==> src/perf_pair_pkg.sv <==
// Purpose: Constants and types for the two-counter performance monitor
// Assumes: 32-bit control register, 40-bit counters
// Notes:   Register selects are plain codes on the model-register port
`default_nettype none
package perf_pair_pkg;

	// ------------------------------------------------------------
	// Register selects
	// ------------------------------------------------------------
	localparam logic [1:0] SEL_CONTROL = 2'h0;
	localparam logic [1:0] SEL_COUNT_ZERO = 2'h1;
	localparam logic [1:0] SEL_COUNT_ONE = 2'h2;

	// ------------------------------------------------------------
	// Field layout
	// ------------------------------------------------------------
	localparam int COUNT_WIDTH = 40;
	localparam int EVENT_WIDTH = 6;
	localparam int EVENT_LSB_ZERO = 0;
	localparam int EVENT_LSB_ONE = 16;
	localparam int CTRL_LSB_ZERO = 6;
	localparam int CTRL_LSB_ONE = 22;
	localparam int PIN_BIT_ZERO = 9;
	localparam int PIN_BIT_ONE = 25;
	localparam int CTRL_DURATION_BIT = 2;
	localparam int CTRL_USER_BIT = 1;
	localparam int CTRL_SYSTEM_BIT = 0;
	localparam logic [1:0] PRIV_USER = 2'h3;
	localparam logic [31:0] CONTROL_RESET = 32'h0000_0000;
	localparam logic [39:0] COUNT_RESET = 40'h00_0000_0000;

	// ------------------------------------------------------------
	// Timing
	// ------------------------------------------------------------
	localparam int OVERFLOW_LAG_CLOCKS = 5;

	// ------------------------------------------------------------
	// Per-counter settings
	// ------------------------------------------------------------
	typedef struct packed {
		logic [5:0] event_code;
		logic [2:0] count_control;
		logic       pin_function;
	} counter_setup_type;

	// Per-counter event input from the core
	typedef struct packed {
		logic [1:0] occurrences;
		logic       condition;
	} event_input_type;

endpackage
`default_nettype wire

==> src/perf_event_counter_pair.sv <==
// Purpose: Two 40-bit performance counters with monitor pins
// Assumes: Core supplies privilege level and per-counter event inputs
// Notes:   Event decode lives in the core; block counts what it is given
//
// Operation
// - Two independent 40-bit event or clock counters
// - Register access only at privilege level zero
// - Event codes at bits 0-5, 16-21
// - Count-control fields at bits 6-8, 22-24
// - Control bits: duration, level three, levels 0-2
// - Pin flag: 1 overflow, 0 increment
// - Counters readable while running
// - Reset clears the control register
// - Pin pulses per occurrence, holds for duration
// - Pin shows increment, not its size
// - One pin period may span several clocks
// - Overflow on carry out of bit 39
// - Overflow pin asserts five clocks later
// - Pins default to counter indication after reset
`default_nettype none
module perf_event_counter_pair
	import perf_pair_pkg::*;
(
	// Clock and reset
	input  wire logic                    CLK,
	input  wire logic                    RST,
	// Model-register access
	input  wire logic                    REG_READ,
	input  wire logic                    REG_WRITE,
	input  wire logic [1:0]              REG_SELECT,
	input  wire logic [39:0]             REG_WDATA,
	output var  logic [39:0]             REG_RDATA,
	output var  logic                    REG_FAULT,
	// Core state
	input  wire logic [1:0]              CURRENT_PRIVILEGE_LEVEL,
	input  wire event_input_type [1:0]   EVENT_IN,
	// Debugger pin takeover
	input  wire logic                    BREAKPOINT_MODE,
	input  wire logic [1:0]              BREAKPOINT_MATCH,
	// Pins and selected event codes
	output var  logic                    MONITOR_PIN_ZERO,
	output var  logic                    MONITOR_PIN_ONE,
	output var  logic [11:0]             EVENT_SELECT
);

	// ------------------------------------------------------------
	// State
	// ------------------------------------------------------------
	logic [31:0]             counter_control_select;
	logic [31:0]             next_counter_control_select;
	logic [39:0]             count [2];
	logic [39:0]             next_count [2];
	logic [39:0]             reg_rdata;
	logic [39:0]             next_reg_rdata;
	logic                    reg_fault;
	logic                    next_reg_fault;
	logic [4:0]              overflow_pipe [2];
	logic [4:0]              next_overflow_pipe [2];
	logic [1:0]              pin;
	logic [1:0]              next_pin;
	logic [11:0]             event_select;
	logic [11:0]             next_event_select;
	logic                    bp_mode_meta;
	logic                    bp_mode;
	logic [1:0]              bp_match_meta;
	logic [1:0]              bp_match;
	counter_setup_type [1:0] setup;
	logic [1:0]              enabled;
	logic [1:0]              increment;
	logic [1:0]              overflow;
	logic                    access_ok;

	assign access_ok = (CURRENT_PRIVILEGE_LEVEL == 2'h0);

	// ------------------------------------------------------------
	// Field extraction
	// ------------------------------------------------------------
	always_comb begin
		setup[0].event_code    = counter_control_select[EVENT_LSB_ZERO +: EVENT_WIDTH];
		setup[1].event_code    = counter_control_select[EVENT_LSB_ONE +: EVENT_WIDTH];
		setup[0].count_control = counter_control_select[CTRL_LSB_ZERO +: 3];
		setup[1].count_control = counter_control_select[CTRL_LSB_ONE +: 3];
		setup[0].pin_function  = counter_control_select[PIN_BIT_ZERO];
		setup[1].pin_function  = counter_control_select[PIN_BIT_ONE];
	end

	// ------------------------------------------------------------
	// Per-counter counting
	// ------------------------------------------------------------
	genvar i;
	generate
		for (i = 0; i < 2; i++) begin : g_counter
			logic        duration;
			logic        step_valid;
			logic [39:0] step;
			logic [40:0] sum;

			// Privilege gating from the control field
			always_comb begin
				if (CURRENT_PRIVILEGE_LEVEL == PRIV_USER) begin
					enabled[i] = setup[i].count_control[CTRL_USER_BIT];
				end else begin
					enabled[i] = setup[i].count_control[CTRL_SYSTEM_BIT];
				end
			end

			assign duration = setup[i].count_control[CTRL_DURATION_BIT];

			// Step is one clock for duration, or 1 to 3 events
			always_comb begin
				step       = 40'h00_0000_0000;
				step_valid = 1'b0;
				if (enabled[i]) begin
					if (duration) begin
						step_valid = EVENT_IN[i].condition;
						step       = {39'h0, EVENT_IN[i].condition};
					end else begin
						step_valid = (EVENT_IN[i].occurrences != 2'h0);
						step       = {38'h0, EVENT_IN[i].occurrences};
					end
				end
			end

			assign sum          = {1'b0, count[i]} + {1'b0, step};
			assign increment[i] = step_valid;
			assign overflow[i]  = step_valid & sum[COUNT_WIDTH];

			// Counter update with register write precedence
			always_comb begin
				next_count[i] = sum[39:0];
				if (REG_WRITE && access_ok && REG_SELECT == 2'(i + 1)) begin
					next_count[i] = REG_WDATA;
				end
			end

			// Overflow lag line
			always_comb begin
				next_overflow_pipe[i] = {overflow_pipe[i][3:0], overflow[i]};
			end

			// Monitor pin source
			always_comb begin
				if (bp_mode) begin
					next_pin[i] = bp_match[i];
				end else if (setup[i].pin_function) begin
					next_pin[i] = overflow_pipe[i][OVERFLOW_LAG_CLOCKS - 1];
				end else begin
					next_pin[i] = increment[i];
				end
			end

			always_ff @(posedge CLK or posedge RST) begin
				if (RST) begin
					count[i]         <= COUNT_RESET;
					overflow_pipe[i] <= 5'h00;
					pin[i]           <= 1'b0;
				end else begin
					count[i]         <= next_count[i];
					overflow_pipe[i] <= next_overflow_pipe[i];
					pin[i]           <= next_pin[i];
				end
			end
		end
	endgenerate

	// ------------------------------------------------------------
	// Register access
	// ------------------------------------------------------------
	always_comb begin
		next_counter_control_select = counter_control_select;
		next_reg_rdata              = reg_rdata;
		next_reg_fault              = 1'b0;
		next_event_select           = {setup[1].event_code, setup[0].event_code};
		if ((REG_READ || REG_WRITE) && !access_ok) begin
			next_reg_fault = 1'b1;
		end else if (REG_WRITE && REG_SELECT == SEL_CONTROL) begin
			next_counter_control_select = REG_WDATA[31:0];
		end else if (REG_WRITE && REG_SELECT == SEL_COUNT_ZERO) begin
			next_reg_fault = 1'b0;
		end else if (REG_WRITE && REG_SELECT == SEL_COUNT_ONE) begin
			next_reg_fault = 1'b0;
		end else if (REG_WRITE) begin
			next_reg_fault = 1'b1;
		end else if (REG_READ && REG_SELECT == SEL_CONTROL) begin
			next_reg_rdata = {8'h00, counter_control_select};
		end else if (REG_READ && REG_SELECT == SEL_COUNT_ZERO) begin
			next_reg_rdata = count[0];
		end else if (REG_READ && REG_SELECT == SEL_COUNT_ONE) begin
			next_reg_rdata = count[1];
		end else if (REG_READ) begin
			next_reg_rdata = 40'h00_0000_0000;
			next_reg_fault = 1'b1;
		end
	end

	always_ff @(posedge CLK or posedge RST) begin
		if (RST) begin
			counter_control_select <= CONTROL_RESET;
			reg_rdata              <= 40'h00_0000_0000;
			reg_fault              <= 1'b0;
			event_select           <= 12'h000;
		end else begin
			counter_control_select <= next_counter_control_select;
			reg_rdata              <= next_reg_rdata;
			reg_fault              <= next_reg_fault;
			event_select           <= next_event_select;
		end
	end

	// ------------------------------------------------------------
	// Debugger pin synchronisers
	// ------------------------------------------------------------
	always_ff @(posedge CLK or posedge RST) begin
		if (RST) begin
			bp_mode_meta  <= 1'b0;
			bp_mode       <= 1'b0;
			bp_match_meta <= 2'h0;
			bp_match      <= 2'h0;
		end else begin
			bp_mode_meta  <= BREAKPOINT_MODE;
			bp_mode       <= bp_mode_meta;
			bp_match_meta <= BREAKPOINT_MATCH;
			bp_match      <= bp_match_meta;
		end
	end

	// ------------------------------------------------------------
	// Outputs
	// ------------------------------------------------------------
	assign REG_RDATA        = reg_rdata;
	assign REG_FAULT        = reg_fault;
	assign MONITOR_PIN_ZERO = pin[0];
	assign MONITOR_PIN_ONE  = pin[1];
	assign EVENT_SELECT     = event_select;

endmodule
`default_nettype wire

==> config.mk <==
export PLATFORM = sky130hd
export DESIGN_NAME = perf_event_counter_pair
export DESIGN_NICKNAME = d
export VERILOG_FILES = /design/src/perf_pair_pkg.sv /design/src/perf_event_counter_pair.sv
export SDC_FILE = /design/constraint.sdc
export NUM_CORES = 1
export LEC_CHECK = 0
export BUFFER_PORTS_ARGS = -buffer_cell sky130_fd_sc_hd__buf_2
export CAP_MARGIN = 25
export CORE_MARGIN = 2
export CORE_UTILIZATION = 49
export CTS_CLUSTER_SIZE = 28
export DETAILED_ROUTE_END_ITERATION = 6
export PLACE_DENSITY = 0.75
export SLEW_MARGIN = 20
export SYNTH_ARGS = -nofsm -noshare
export SYNTH_HDL_FRONTEND = slang
export SYNTH_SLANG_ARGS = --single-unit
==> constraint.sdc <==
create_clock -name CLK -period 6.6 [get_ports CLK]
set_input_delay 0.99 -clock CLK [delete_from_list [all_inputs] [get_ports CLK]]
set_output_delay 0.99 -clock CLK [all_outputs]
set_load 0.02 [all_outputs]
==> impl_metrics.env, run 1 <==
export IMPL_clock_sinks=183
export IMPL_core_sq_um=17960
export IMPL_syn_to_final_growth_pct=15.22
export IMPL_num_vias=7277
export IMPL_yosys_cell_types_count=57
export IMPL_fillers=1554
export IMPL_async_flop_share=1.000
export IMPL_place_inst=1199
export IMPL_cp_top_family="simple AND/OR/NAND/NOR gates"
export IMPL_wirelength_microns=23430
export IMPL_cts_hold_buf=0
export IMPL_layout_commonest_cell="dfrtp_1"
export IMPL_synth_seq_cells=183
export IMPL_wl_met1_microns=10310
export IMPL_place_ws_ns=2.750
export IMPL_worst_slew_pin_slew_ns=0.7555
export IMPL_avgSynthCellArea_sq_um=9.975
export IMPL_drv_slew=0
export IMPL_power_total_mw=3.379
export IMPL_crit_slowest_cell="fa_1"
export IMPL_synth_area_leader_cell="dfrtp_1"
export IMPL_grt_max_degree=82
export IMPL_leakage_nw=4.607
export IMPL_insertion_delay_ns=0.44
export IMPL_path_buf_inv=1
export IMPL_initial_core_util=0.5003
export IMPL_via_per_inst=5.892
export IMPL_fmax_mhz=290.5
export IMPL_hp_class="flip-flop to flip-flop"
export IMPL_worst_setup_path_end_kind="flip-flop"
export IMPL_maxCapViolations=0
export IMPL_dieArea_sq_um=19440
export IMPL_final_cell_area_sq_um=10350
export IMPL_final_cells=1235
export IMPL_dieHeight_microns=139.4
export IMPL_seq_area_frac_synth=0.5095
export IMPL_wl_met2_microns=11030
export IMPL_arrival_ns=3.77
export IMPL_finalSetupViolCount=0
export IMPL_grt_pass1_wl_microns=37610
export IMPL_place_gp_congestion=0.8643
export IMPL_syn_cell_area_sq_um=8987
export IMPL_period_share=0.5216
export IMPL_rows=49
export IMPL_run_status="finished clean"
export IMPL_syn_nets=964
export IMPL_ys_flop_type="dfrtp_1"
export IMPL_met3WireLength_microns=1388
export IMPL_routed_top_layer="met4"
export IMPL_placed_area_sq_um=9697
export IMPL_start_kind="input pin"
export IMPL_mostFrequentLayoutCells="183 x dfrtp_1, 140 x nand2_1, 112 x buf_2, 91 x o21ai_0, 54 x nor2_1"
export IMPL_remaining_drc_errors=0
export IMPL_vdd_ir_drop_worst_v=0.0001948
export IMPL_fin_util=0.5764
export IMPL_ys_warn_count=0
export IMPL_grt_overflow_total=0
export IMPL_power_density_nw_per_um2=326.3
export IMPL_antenna_left=0
export IMPL_cts_made_buffers=17
export IMPL_worst_ep_required_time_ns=6.93
export IMPL_first_global_vias=6896
export IMPL_finalSetupTns_ns=0
export IMPL_root_buffer="clkbuf_16"
export IMPL_die_x_microns=139.4
export IMPL_wl_per_cell_microns=18.97
export IMPL_fin_skew_ns=0.01053
export IMPL_postCtsResizedCells=0
export IMPL_path_cells="buf_2 > nand2_1 > mux2i_1 > or3b_2 > fa_1 > nand4b_1 > or3_4 > nor3_4 > a211oi_1 > a211o_1"
export IMPL_finalWorstSetupSlack_ns=3.157
export IMPL_ioPinCount=112
export IMPL_final_nets=1055
export IMPL_synth_area_leaders="dfrtp_1 51%, nand2_1 5.8%, o21ai_0 5.1%, mux2_2 4.1%, mux2i_1 4.0%"
export IMPL_slowest_delay_ns=0.53
export IMPL_drt_iter0_drc=720
export IMPL_hold_slack_ns=0.3488
export IMPL_relSlewSlack=0.4964
export IMPL_hold_viol=0
export IMPL_portBuffers=111
export IMPL_postCtsSetupBuffers=0
export IMPL_clkTransAtPathRegs_ns=0.07
export IMPL_grt_total_usage=0.2451
export IMPL_synth_edf_count=0
export IMPL_rsz0062_at_grt="no"
export IMPL_netlist_area_leader_share=0.5095
export IMPL_htree_levels=4
export IMPL_syn_inst=901
export IMPL_period_minus_slack_ns=3.443
export IMPL_max_clock_path_buffers=2
export IMPL_path_max_fanout=7
export IMPL_place_hpwl_microns=16100
export IMPL_crit_type="input pin to flip-flop"
export IMPL_drt_pass1_iterations=5
export IMPL_cts_tree="built"
export IMPL_drive_gt1_frac=0.2109
export IMPL_antenna_found_initial=1
==> flip-flops by register name (all words and copies together) (netlist names), 2 cells and up <==
register	flops
EVENT_SELECT	12
REG_RDATA	40
bp_match	2
bp_match_meta	2
count	80
counter_control_select	32
next_overflow_pipe	8
overflow_pipe	2
==> power breakdown <==
part	switching (mW)	internal (mW)
Combinational	0.400	0.299
Sequential	0.268	1.37
Clock	0.451	0.593
Total	1.12	2.26
==> final timing paths <==
kind | startpoint | to | slack (ns) | cells past startpoint
setup / recovery | CURRENT_PRIVILEGE_LEVEL[0] | count[38]$_DFF_PP0_ | 3.16 | 10
hold / removal | bp_mode_meta$_DFF_PP0_ | bp_mode$_DFF_PP0_ | 0.35 | 0
setup reg to reg | counter_control_select[24]$_DFFE_PP0P_ | count[38]$_DFF_PP0_ | 3.54 | 10
hold reg to reg | bp_mode_meta$_DFF_PP0_ | bp_mode$_DFF_PP0_ | 0.35 | 0
max in group asynchronous | RST | count[1]$_DFF_PP0_ | 5.11 | 3
min in group asynchronous | RST | counter_control_select[16]$_DFFE_PP0P_ | 0.49 | 2
==> cells in the mapped netlist (all sizes together) (2+ instances only) <==
cell type and instances:
dfrtp 183, nand2 140, o21ai 100, nor2 54, a21oi 49, mux2i 36, mux2 33, xor2 33
nand3 30, xnor2 30, clkbuf 29, nand4 26, buf 22, nor4 18, and3 14, and4 14
nor3 13, inv 12, a22oi 10, o211ai 5, or3 5, and2 4, ha 4, or4 4
a211o 3, a31oi 3, nand2b 3, nor2b 3, fa 2, nor4b 2, o21bai 2, o311ai 2
or2 2, or3b 2
==> area by class of cell <==
cell class / instances / area, sq um / area share
flip-flops and latches: 183 / 4579 / 0.4422
multi-input cells: 655 / 4145 / 0.4003
repair buffers: 123 / 686.9 / 0.06634
clock buffers: 20 / 466.7 / 0.04507
well taps: 229 / 286.5 / 0.02767
clock inverters: 12 / 137.6 / 0.01329
inverters: 12 / 50.05 / 0.004833
diodes: 1 / 2.502 / 0.0002417
==> logic make-up (layout without fill, tap and decap cells) <==
logic type                 Yosys count  count (layout)  synth area share
muxes                               69              69           0.08144
adders and majority gates            6               6           0.01002
AOI/OAI and AO/OA                  180             180            0.1101
DFF                                183             183            0.5095
other                                0               1                 0
xor gates and xnor gates            63              63           0.06140
buffers and inverters               63             167           0.02979
and+or+nand+nor                    337             337            0.1977
==> routing by layer <==
layer,global-route usage,vias up
li1,-,3366
met5,0,-
met2,0.3790,276
met4,0.1063,0
met1,0.3398,3581
met3,0.04646,54
Power figures use the tool's default switching activity.
==> inputs of run 2 (changes only) <==
==> constraint.sdc (replaced) <==
create_clock -name CLK -period 3.2 [get_ports CLK]
set_input_delay 0.48 -clock CLK [delete_from_list [all_inputs] [get_ports CLK]]
set_output_delay 0.48 -clock CLK [all_outputs]
set_load 0.02 [all_outputs]
==> impl_metrics.env, run 2 (synthesis gave the netlist of run 1 again) <==
export IMPL_insertion_delay_ns=0.44
export IMPL_hold_viol=0
export IMPL_rows=49
export IMPL_wirelength_microns=23440
export IMPL_period_minus_slack_ns=2.928
export IMPL_final_nets=1065
export IMPL_finalWorstSetupSlack_ns=0.2716
export IMPL_arrival_ns=3.25
export IMPL_final_cells=1243
export IMPL_r2r_setup_slack_ns=0.27
export IMPL_leakage_nw=4.624
export IMPL_crit_slowest_cell="dfrtp_1"
export IMPL_hp_class="input pin to flip-flop"
export IMPL_drt_iter0_drc=727
export IMPL_layout_commonest_cell="dfrtp_1"
export IMPL_cts_made_buffers=17
export IMPL_syn_to_final_growth_pct=15.47
export IMPL_ioPinCount=112
export IMPL_portBuffers=111
export IMPL_fillers=1569
export IMPL_power_density_nw_per_um2=662.0
export IMPL_place_inst=1212
export IMPL_antennaDiodeCount=0
export IMPL_cts_tree="built"
export IMPL_max_clock_path_buffers=2
export IMPL_initial_core_util=0.5003
export IMPL_worst_ep_required_time_ns=3.52
export IMPL_core_sq_um=17960
export IMPL_largest_reg_flops=80
export IMPL_grt_overflow_total=0
export IMPL_relSlewSlack=0.3607
export IMPL_fmax_mhz=341.5
export IMPL_num_vias=7306
export IMPL_via_per_inst=5.878
export IMPL_mostFrequentLayoutCells="183 x dfrtp_1, 140 x nand2_1, 111 x buf_2, 91 x o21ai_0, 54 x nor2_1"
export IMPL_first_global_vias=7016
export IMPL_grt_max_degree=81
export IMPL_worst_slew_pin_slew_ns=0.9516
export IMPL_drt_pass1_iterations=5
export IMPL_wl_per_cell_microns=18.86
export IMPL_postCtsSetupBuffers=0
export IMPL_clkTransAtPathRegs_ns=0.07
export IMPL_place_hpwl_microns=16570
export IMPL_dieHeight_microns=139.4
export IMPL_place_ws_ns=0.0002505
export IMPL_cp_top_family="simple AND/OR/NAND/NOR gates"
export IMPL_dieArea_sq_um=19440
export IMPL_antenna_left=0
export IMPL_place_gp_congestion=0.8920
export IMPL_root_buffer="clkbuf_16"
export IMPL_largest_register="count"
export IMPL_run_status="finished clean"
export IMPL_grt_pass1_wl_microns=38270
export IMPL_power_total_mw=6.870
export IMPL_finalSetupTns_ns=0
export IMPL_path_max_fanout=7
export IMPL_period_share=0.9151
export IMPL_vdd_ir_drop_worst_v=0.0003925
export IMPL_cts_hold_buf=0
export IMPL_fin_skew_ns=0.009859
export IMPL_remaining_drc_errors=0
export IMPL_slowest_delay_ns=0.46
export IMPL_grt_total_usage=0.2501
export IMPL_worst_setup_path_end_kind="flip-flop"
export IMPL_path_cells="nand2b_1 > a21oi_1 > ha_1 > inv_1 > fa_1 > nand4b_1 > or3_4 > nor3_4 > a211oi_1 > a211o_1"
export IMPL_finalSetupViolCount=0
export IMPL_clock_sinks=183
export IMPL_die_x_microns=139.4
export IMPL_postCtsResizedCells=0
export IMPL_drive_gt1_frac=0.2170
export IMPL_start_kind="flip-flop"
export IMPL_crit_type="flip-flop to flip-flop"
export IMPL_htree_levels=4
export IMPL_maxCapViolations=0
export IMPL_antenna_found_initial=0
export IMPL_drv_slew=0
export IMPL_rsz0062_at_grt="no"
export IMPL_path_buf_inv=1
[run 2: power breakdown]
group / internal (mW) / total, mW / switching, mW / leakage [nW]
Sequential: 2.82 / 3.37 / 0.549 / 2.31
Clock: 1.10 / 2.03 / 0.929 / 0.271
Combinational: 0.637 / 1.47 / 0.836 / 2.04
[run 2: path summary, 6_finish.rpt]
path | depth (start not counted) | end | from
hold / removal | 1 | bp_match_meta[0]$_DFF_PP0_ | BREAKPOINT_MATCH[0]
hold reg to reg | 0 | bp_match[1]$_DFF_PP0_ | bp_match_meta[1]$_DFF_PP0_
setup / recovery | 10 | count[38]$_DFF_PP0_ | counter_control_select[24]$_DFFE_PP0P_
min in group asynchronous | 2 | count[18]$_DFF_PP0_ | RST
max in group asynchronous | 3 | REG_RDATA[5]$_DFFE_PP0P_ | RST
setup reg to reg | 10 | count[38]$_DFF_PP0_ | counter_control_select[24]$_DFFE_PP0P_
[run 2: final cells by class]
type                            instances  area [sq um]  share of cell area
Sequential cell                       183          4579              0.4413
Multi-Input combinational cell        655          4145              0.3994
Timing Repair Buffer                  133         758.2             0.07306
Clock buffer                           19         442.9             0.04268
Tap cell                              229         286.5             0.02761
Clock inverter                         12         116.4             0.01121
Inverter                               12         48.80            0.004702
[run 2: per-layer routing]
metal | part of all wire | track usage
met1 | 0.43 | 0.3452
met2 | 0.47 | 0.3942
met3 | 0.066 | 0.04405
met4 | 0.031 | 0.1010
met5 | 0 | 0
[run 2: through the flow]
step             util  hold slack [ns]  cell area (sq um)
2_1_floorplan       -           0.3312               8991
3_3_place_gp   0.5466           0.3322               9818
3_5_place_dp   0.5466           0.3364               9818
4_1_cts        0.5777           0.1324              10380
5_1_grt        0.5777           0.1364              10380
6_report       0.5777           0.1431              10380
==> inputs of run 3 (changes only) <==
--- a/config.mk
+++ b/config.mk
@@ -9,6 +9,7 @@
 export CAP_MARGIN = 25
 export CORE_MARGIN = 2
 export CORE_UTILIZATION = 49
+export CTS_BUF_LIST = sky130_fd_sc_hd__clkbuf_8 sky130_fd_sc_hd__clkbuf_16
 export CTS_CLUSTER_SIZE = 28
 export DETAILED_ROUTE_END_ITERATION = 6
 export PLACE_DENSITY = 0.75
==> constraint.sdc (replaced) <==
create_clock -name CLK -period 3.5 [get_ports CLK]
set_input_delay 0.525 -clock CLK [delete_from_list [all_inputs] [get_ports CLK]]
set_output_delay 0.525 -clock CLK [all_outputs]
set_load 0.02 [all_outputs]
==> impl_metrics.env, run 3 (synthesis gave the netlist of run 1 again) <==
export IMPL_run_status="finished clean"
export IMPL_p_clk_frac=0.318
export IMPL_hp_start="BREAKPOINT_MATCH[0]"
export IMPL_grt_total_usage=0.2553
export IMPL_clkTransAtPathRegs_ns=0.07
export IMPL_postCtsSetupBuffers=0
export IMPL_cts_made_buffers=17
export IMPL_hp_class="input pin to flip-flop"
export IMPL_initial_core_util=0.5003
export IMPL_place_gp_congestion=0.8983
export IMPL_final_nets=1059
export IMPL_layout_commonest_cell="dfrtp_1"
export IMPL_syn_to_final_growth_pct=15.50
export IMPL_largest_reg_flops=80
export IMPL_power_density_nw_per_um2=625.1
export IMPL_remaining_drc_errors=0
export IMPL_drt_iter0_drc=653
export IMPL_place_hpwl_microns=16390
export IMPL_drt_pass1_iterations=5
export IMPL_antenna_left=0
export IMPL_hold_slack_ns=0.1915
export IMPL_drive_gt1_frac=0.2111
export IMPL_rows=49
export IMPL_crit_type="flip-flop to flip-flop"
export IMPL_num_vias=7296
export IMPL_p_sw_frac=0.3254
export IMPL_core_sq_um=17960
export IMPL_worst_ep_required_time_ns=3.84
export IMPL_leakage_nw=4.636
export IMPL_antenna_found_initial=1
export IMPL_final_cell_area_sq_um=10380
export IMPL_wirelength_microns=24120
export IMPL_fin_skew_ns=0.009090
export IMPL_clock_sinks=183
export IMPL_first_global_vias=7281
export IMPL_internal_power_mw=4.377
export IMPL_cts_tree="built"
export IMPL_reg2reg_from="counter_control_select[8]$_DFFE_PP0P_"
export IMPL_startpoint="counter_control_select[8]$_DFFE_PP0P_"
export IMPL_start_kind="flip-flop"
export IMPL_vdd_ir_drop_worst_v=0.0003592
export IMPL_mostFrequentLayoutCells="183 x dfrtp_1, 140 x nand2_1, 111 x buf_2, 91 x o21ai_0, 54 x nor2_1"
export IMPL_pwr_share_comb=0.205
export IMPL_finalSetupTns_ns=0
export IMPL_finalSetupViolCount=0
export IMPL_worst_setup_path_end_kind="flip-flop"
export IMPL_wl_per_cell_microns=19.49
export IMPL_insertion_delay_ns=0.43
export IMPL_dieHeight_microns=139.4
export IMPL_via_per_inst=5.893
export IMPL_largest_register="count"
export IMPL_drv_slew=0
export IMPL_hold_viol=0
export IMPL_fmax_mhz=339.9
export IMPL_grt_max_degree=184
export IMPL_portBuffers=111
export IMPL_period_minus_slack_ns=2.942
export IMPL_grt_pass1_wl_microns=39140
export IMPL_root_buffer="clkbuf_16"
export IMPL_die_x_microns=139.4
export IMPL_htree_levels=4
export IMPL_postCtsResizedCells=0
export IMPL_period_share=0.8406
export IMPL_max_clock_path_buffers=2
export IMPL_antennaDiodeCount=0
export IMPL_placed_area_sq_um=9748
export IMPL_arrival_ns=3.28
export IMPL_maxCapViolations=0
export IMPL_path_max_fanout=6
export IMPL_place_inst=1206
export IMPL_worst_slew_pin_slew_ns=1.066
export IMPL_pwr_share_seq=0.477
export IMPL_relSlewSlack=0.2840
export IMPL_final_cells=1238
export IMPL_dieArea_sq_um=19440
export IMPL_ioPinCount=112
export IMPL_power_switching_mw=2.111
export IMPL_cts_hold_buf=0
export IMPL_grt_overflow_total=0
export IMPL_rsz0062_at_grt="no"
-- run 3: cell types whose count changed in the layout (fill, tap and decap cells not counted) --
cell	previous run	this run
clkbuf_8	1	2
buf_12	3	1
clkinv_4	3	2
clkbuf_1	1	0
inv_6	4	2
clkinvlp_4	3	2
buf_4	19	15
clkinv_2	2	1
inv_1	11	14
bufinv_16	1	4
-- run 3: power groups by stage --
stage / sequential, mW / combinational [mW] / clock [mW]
2_1_floorplan: 3.13 / 0.775 / 0
3_3_place_gp: 3.09 / 1.27 / 0
3_5_place_dp: 3.11 / 1.31 / 0
4_1_cts: 3.08 / 1.33 / 2.09
5_1_grt: 3.15 / 1.47 / 2.18
6_report: 3.09 / 1.33 / 2.07
-- run 3: worst max-delay path, stage by stage (launching register included) --
cell	delay [ns]
dfrtp_1	0.42
nand2b_1	0.16
a21oi_1	0.23
ha_1	0.24
inv_1	0.07
fa_1	0.41
and4b_1	0.33
and3_1	0.33
buf_4	0.20
nand2_1	0.09
xor2_1	0.17
o21ai_0	0.20
-- run 3: path summary, 6_finish.rpt --
check                      cells after the start                    endpoint  slack, ns
setup / recovery                              11         count[50]$_DFF_PP0_       0.56
hold / removal                                 1  bp_match_meta[0]$_DFF_PP0_       0.19
setup reg to reg                              11         count[50]$_DFF_PP0_       0.56
hold reg to reg                                0  overflow_pipe[4]$_DFF_PP0_       0.35
max in group asynchronous                      3         count[72]$_DFF_PP0_       2.35
min in group asynchronous                      3         count[55]$_DFF_PP0_       0.33
-- run 3: area by class of cell --
| class | instances | area, sq um |
|---|---|---|
| clock buffer | 19 | 452.9 |
| inverter | 12 | 48.80 |
| clock inverter | 13 | 178.9 |
| timing repair buffer | 127 | 688.2 |
| tap | 229 | 286.5 |
| fill | 1549 | 7584 |
| multi-input combinational | 655 | 4145 |
| sequential | 183 | 4579 |
-- run 3: through the flow --
| stage | power [mW] | setup slack (ns) | util |
|---|---|---|---|
| after floorplan | 3.909 | 0.5136 | - |
| after global placement | 4.362 | 0.2896 | 0.5427 |
| after detailed placement | 4.424 | 0.2153 | 0.5427 |
| after CTS | 6.500 | 0.5990 | 0.5778 |
| after global routing | 6.807 | 0.3872 | 0.5778 |
| final | 6.488 | 0.5579 | 0.5778 |
-- run 3: layer usage --
| metal | global-route usage | wire, microns | vias up |
|---|---|---|---|
| met5 | 0 | 13 | - |
| met4 | 0.08985 | 590 | 2 |
| met3 | 0.06160 | 1719 | 48 |
| met2 | 0.4071 | 11570 | 272 |
| met1 | 0.3433 | 10230 | 3616 |
| li1 | - | - | 3358 |
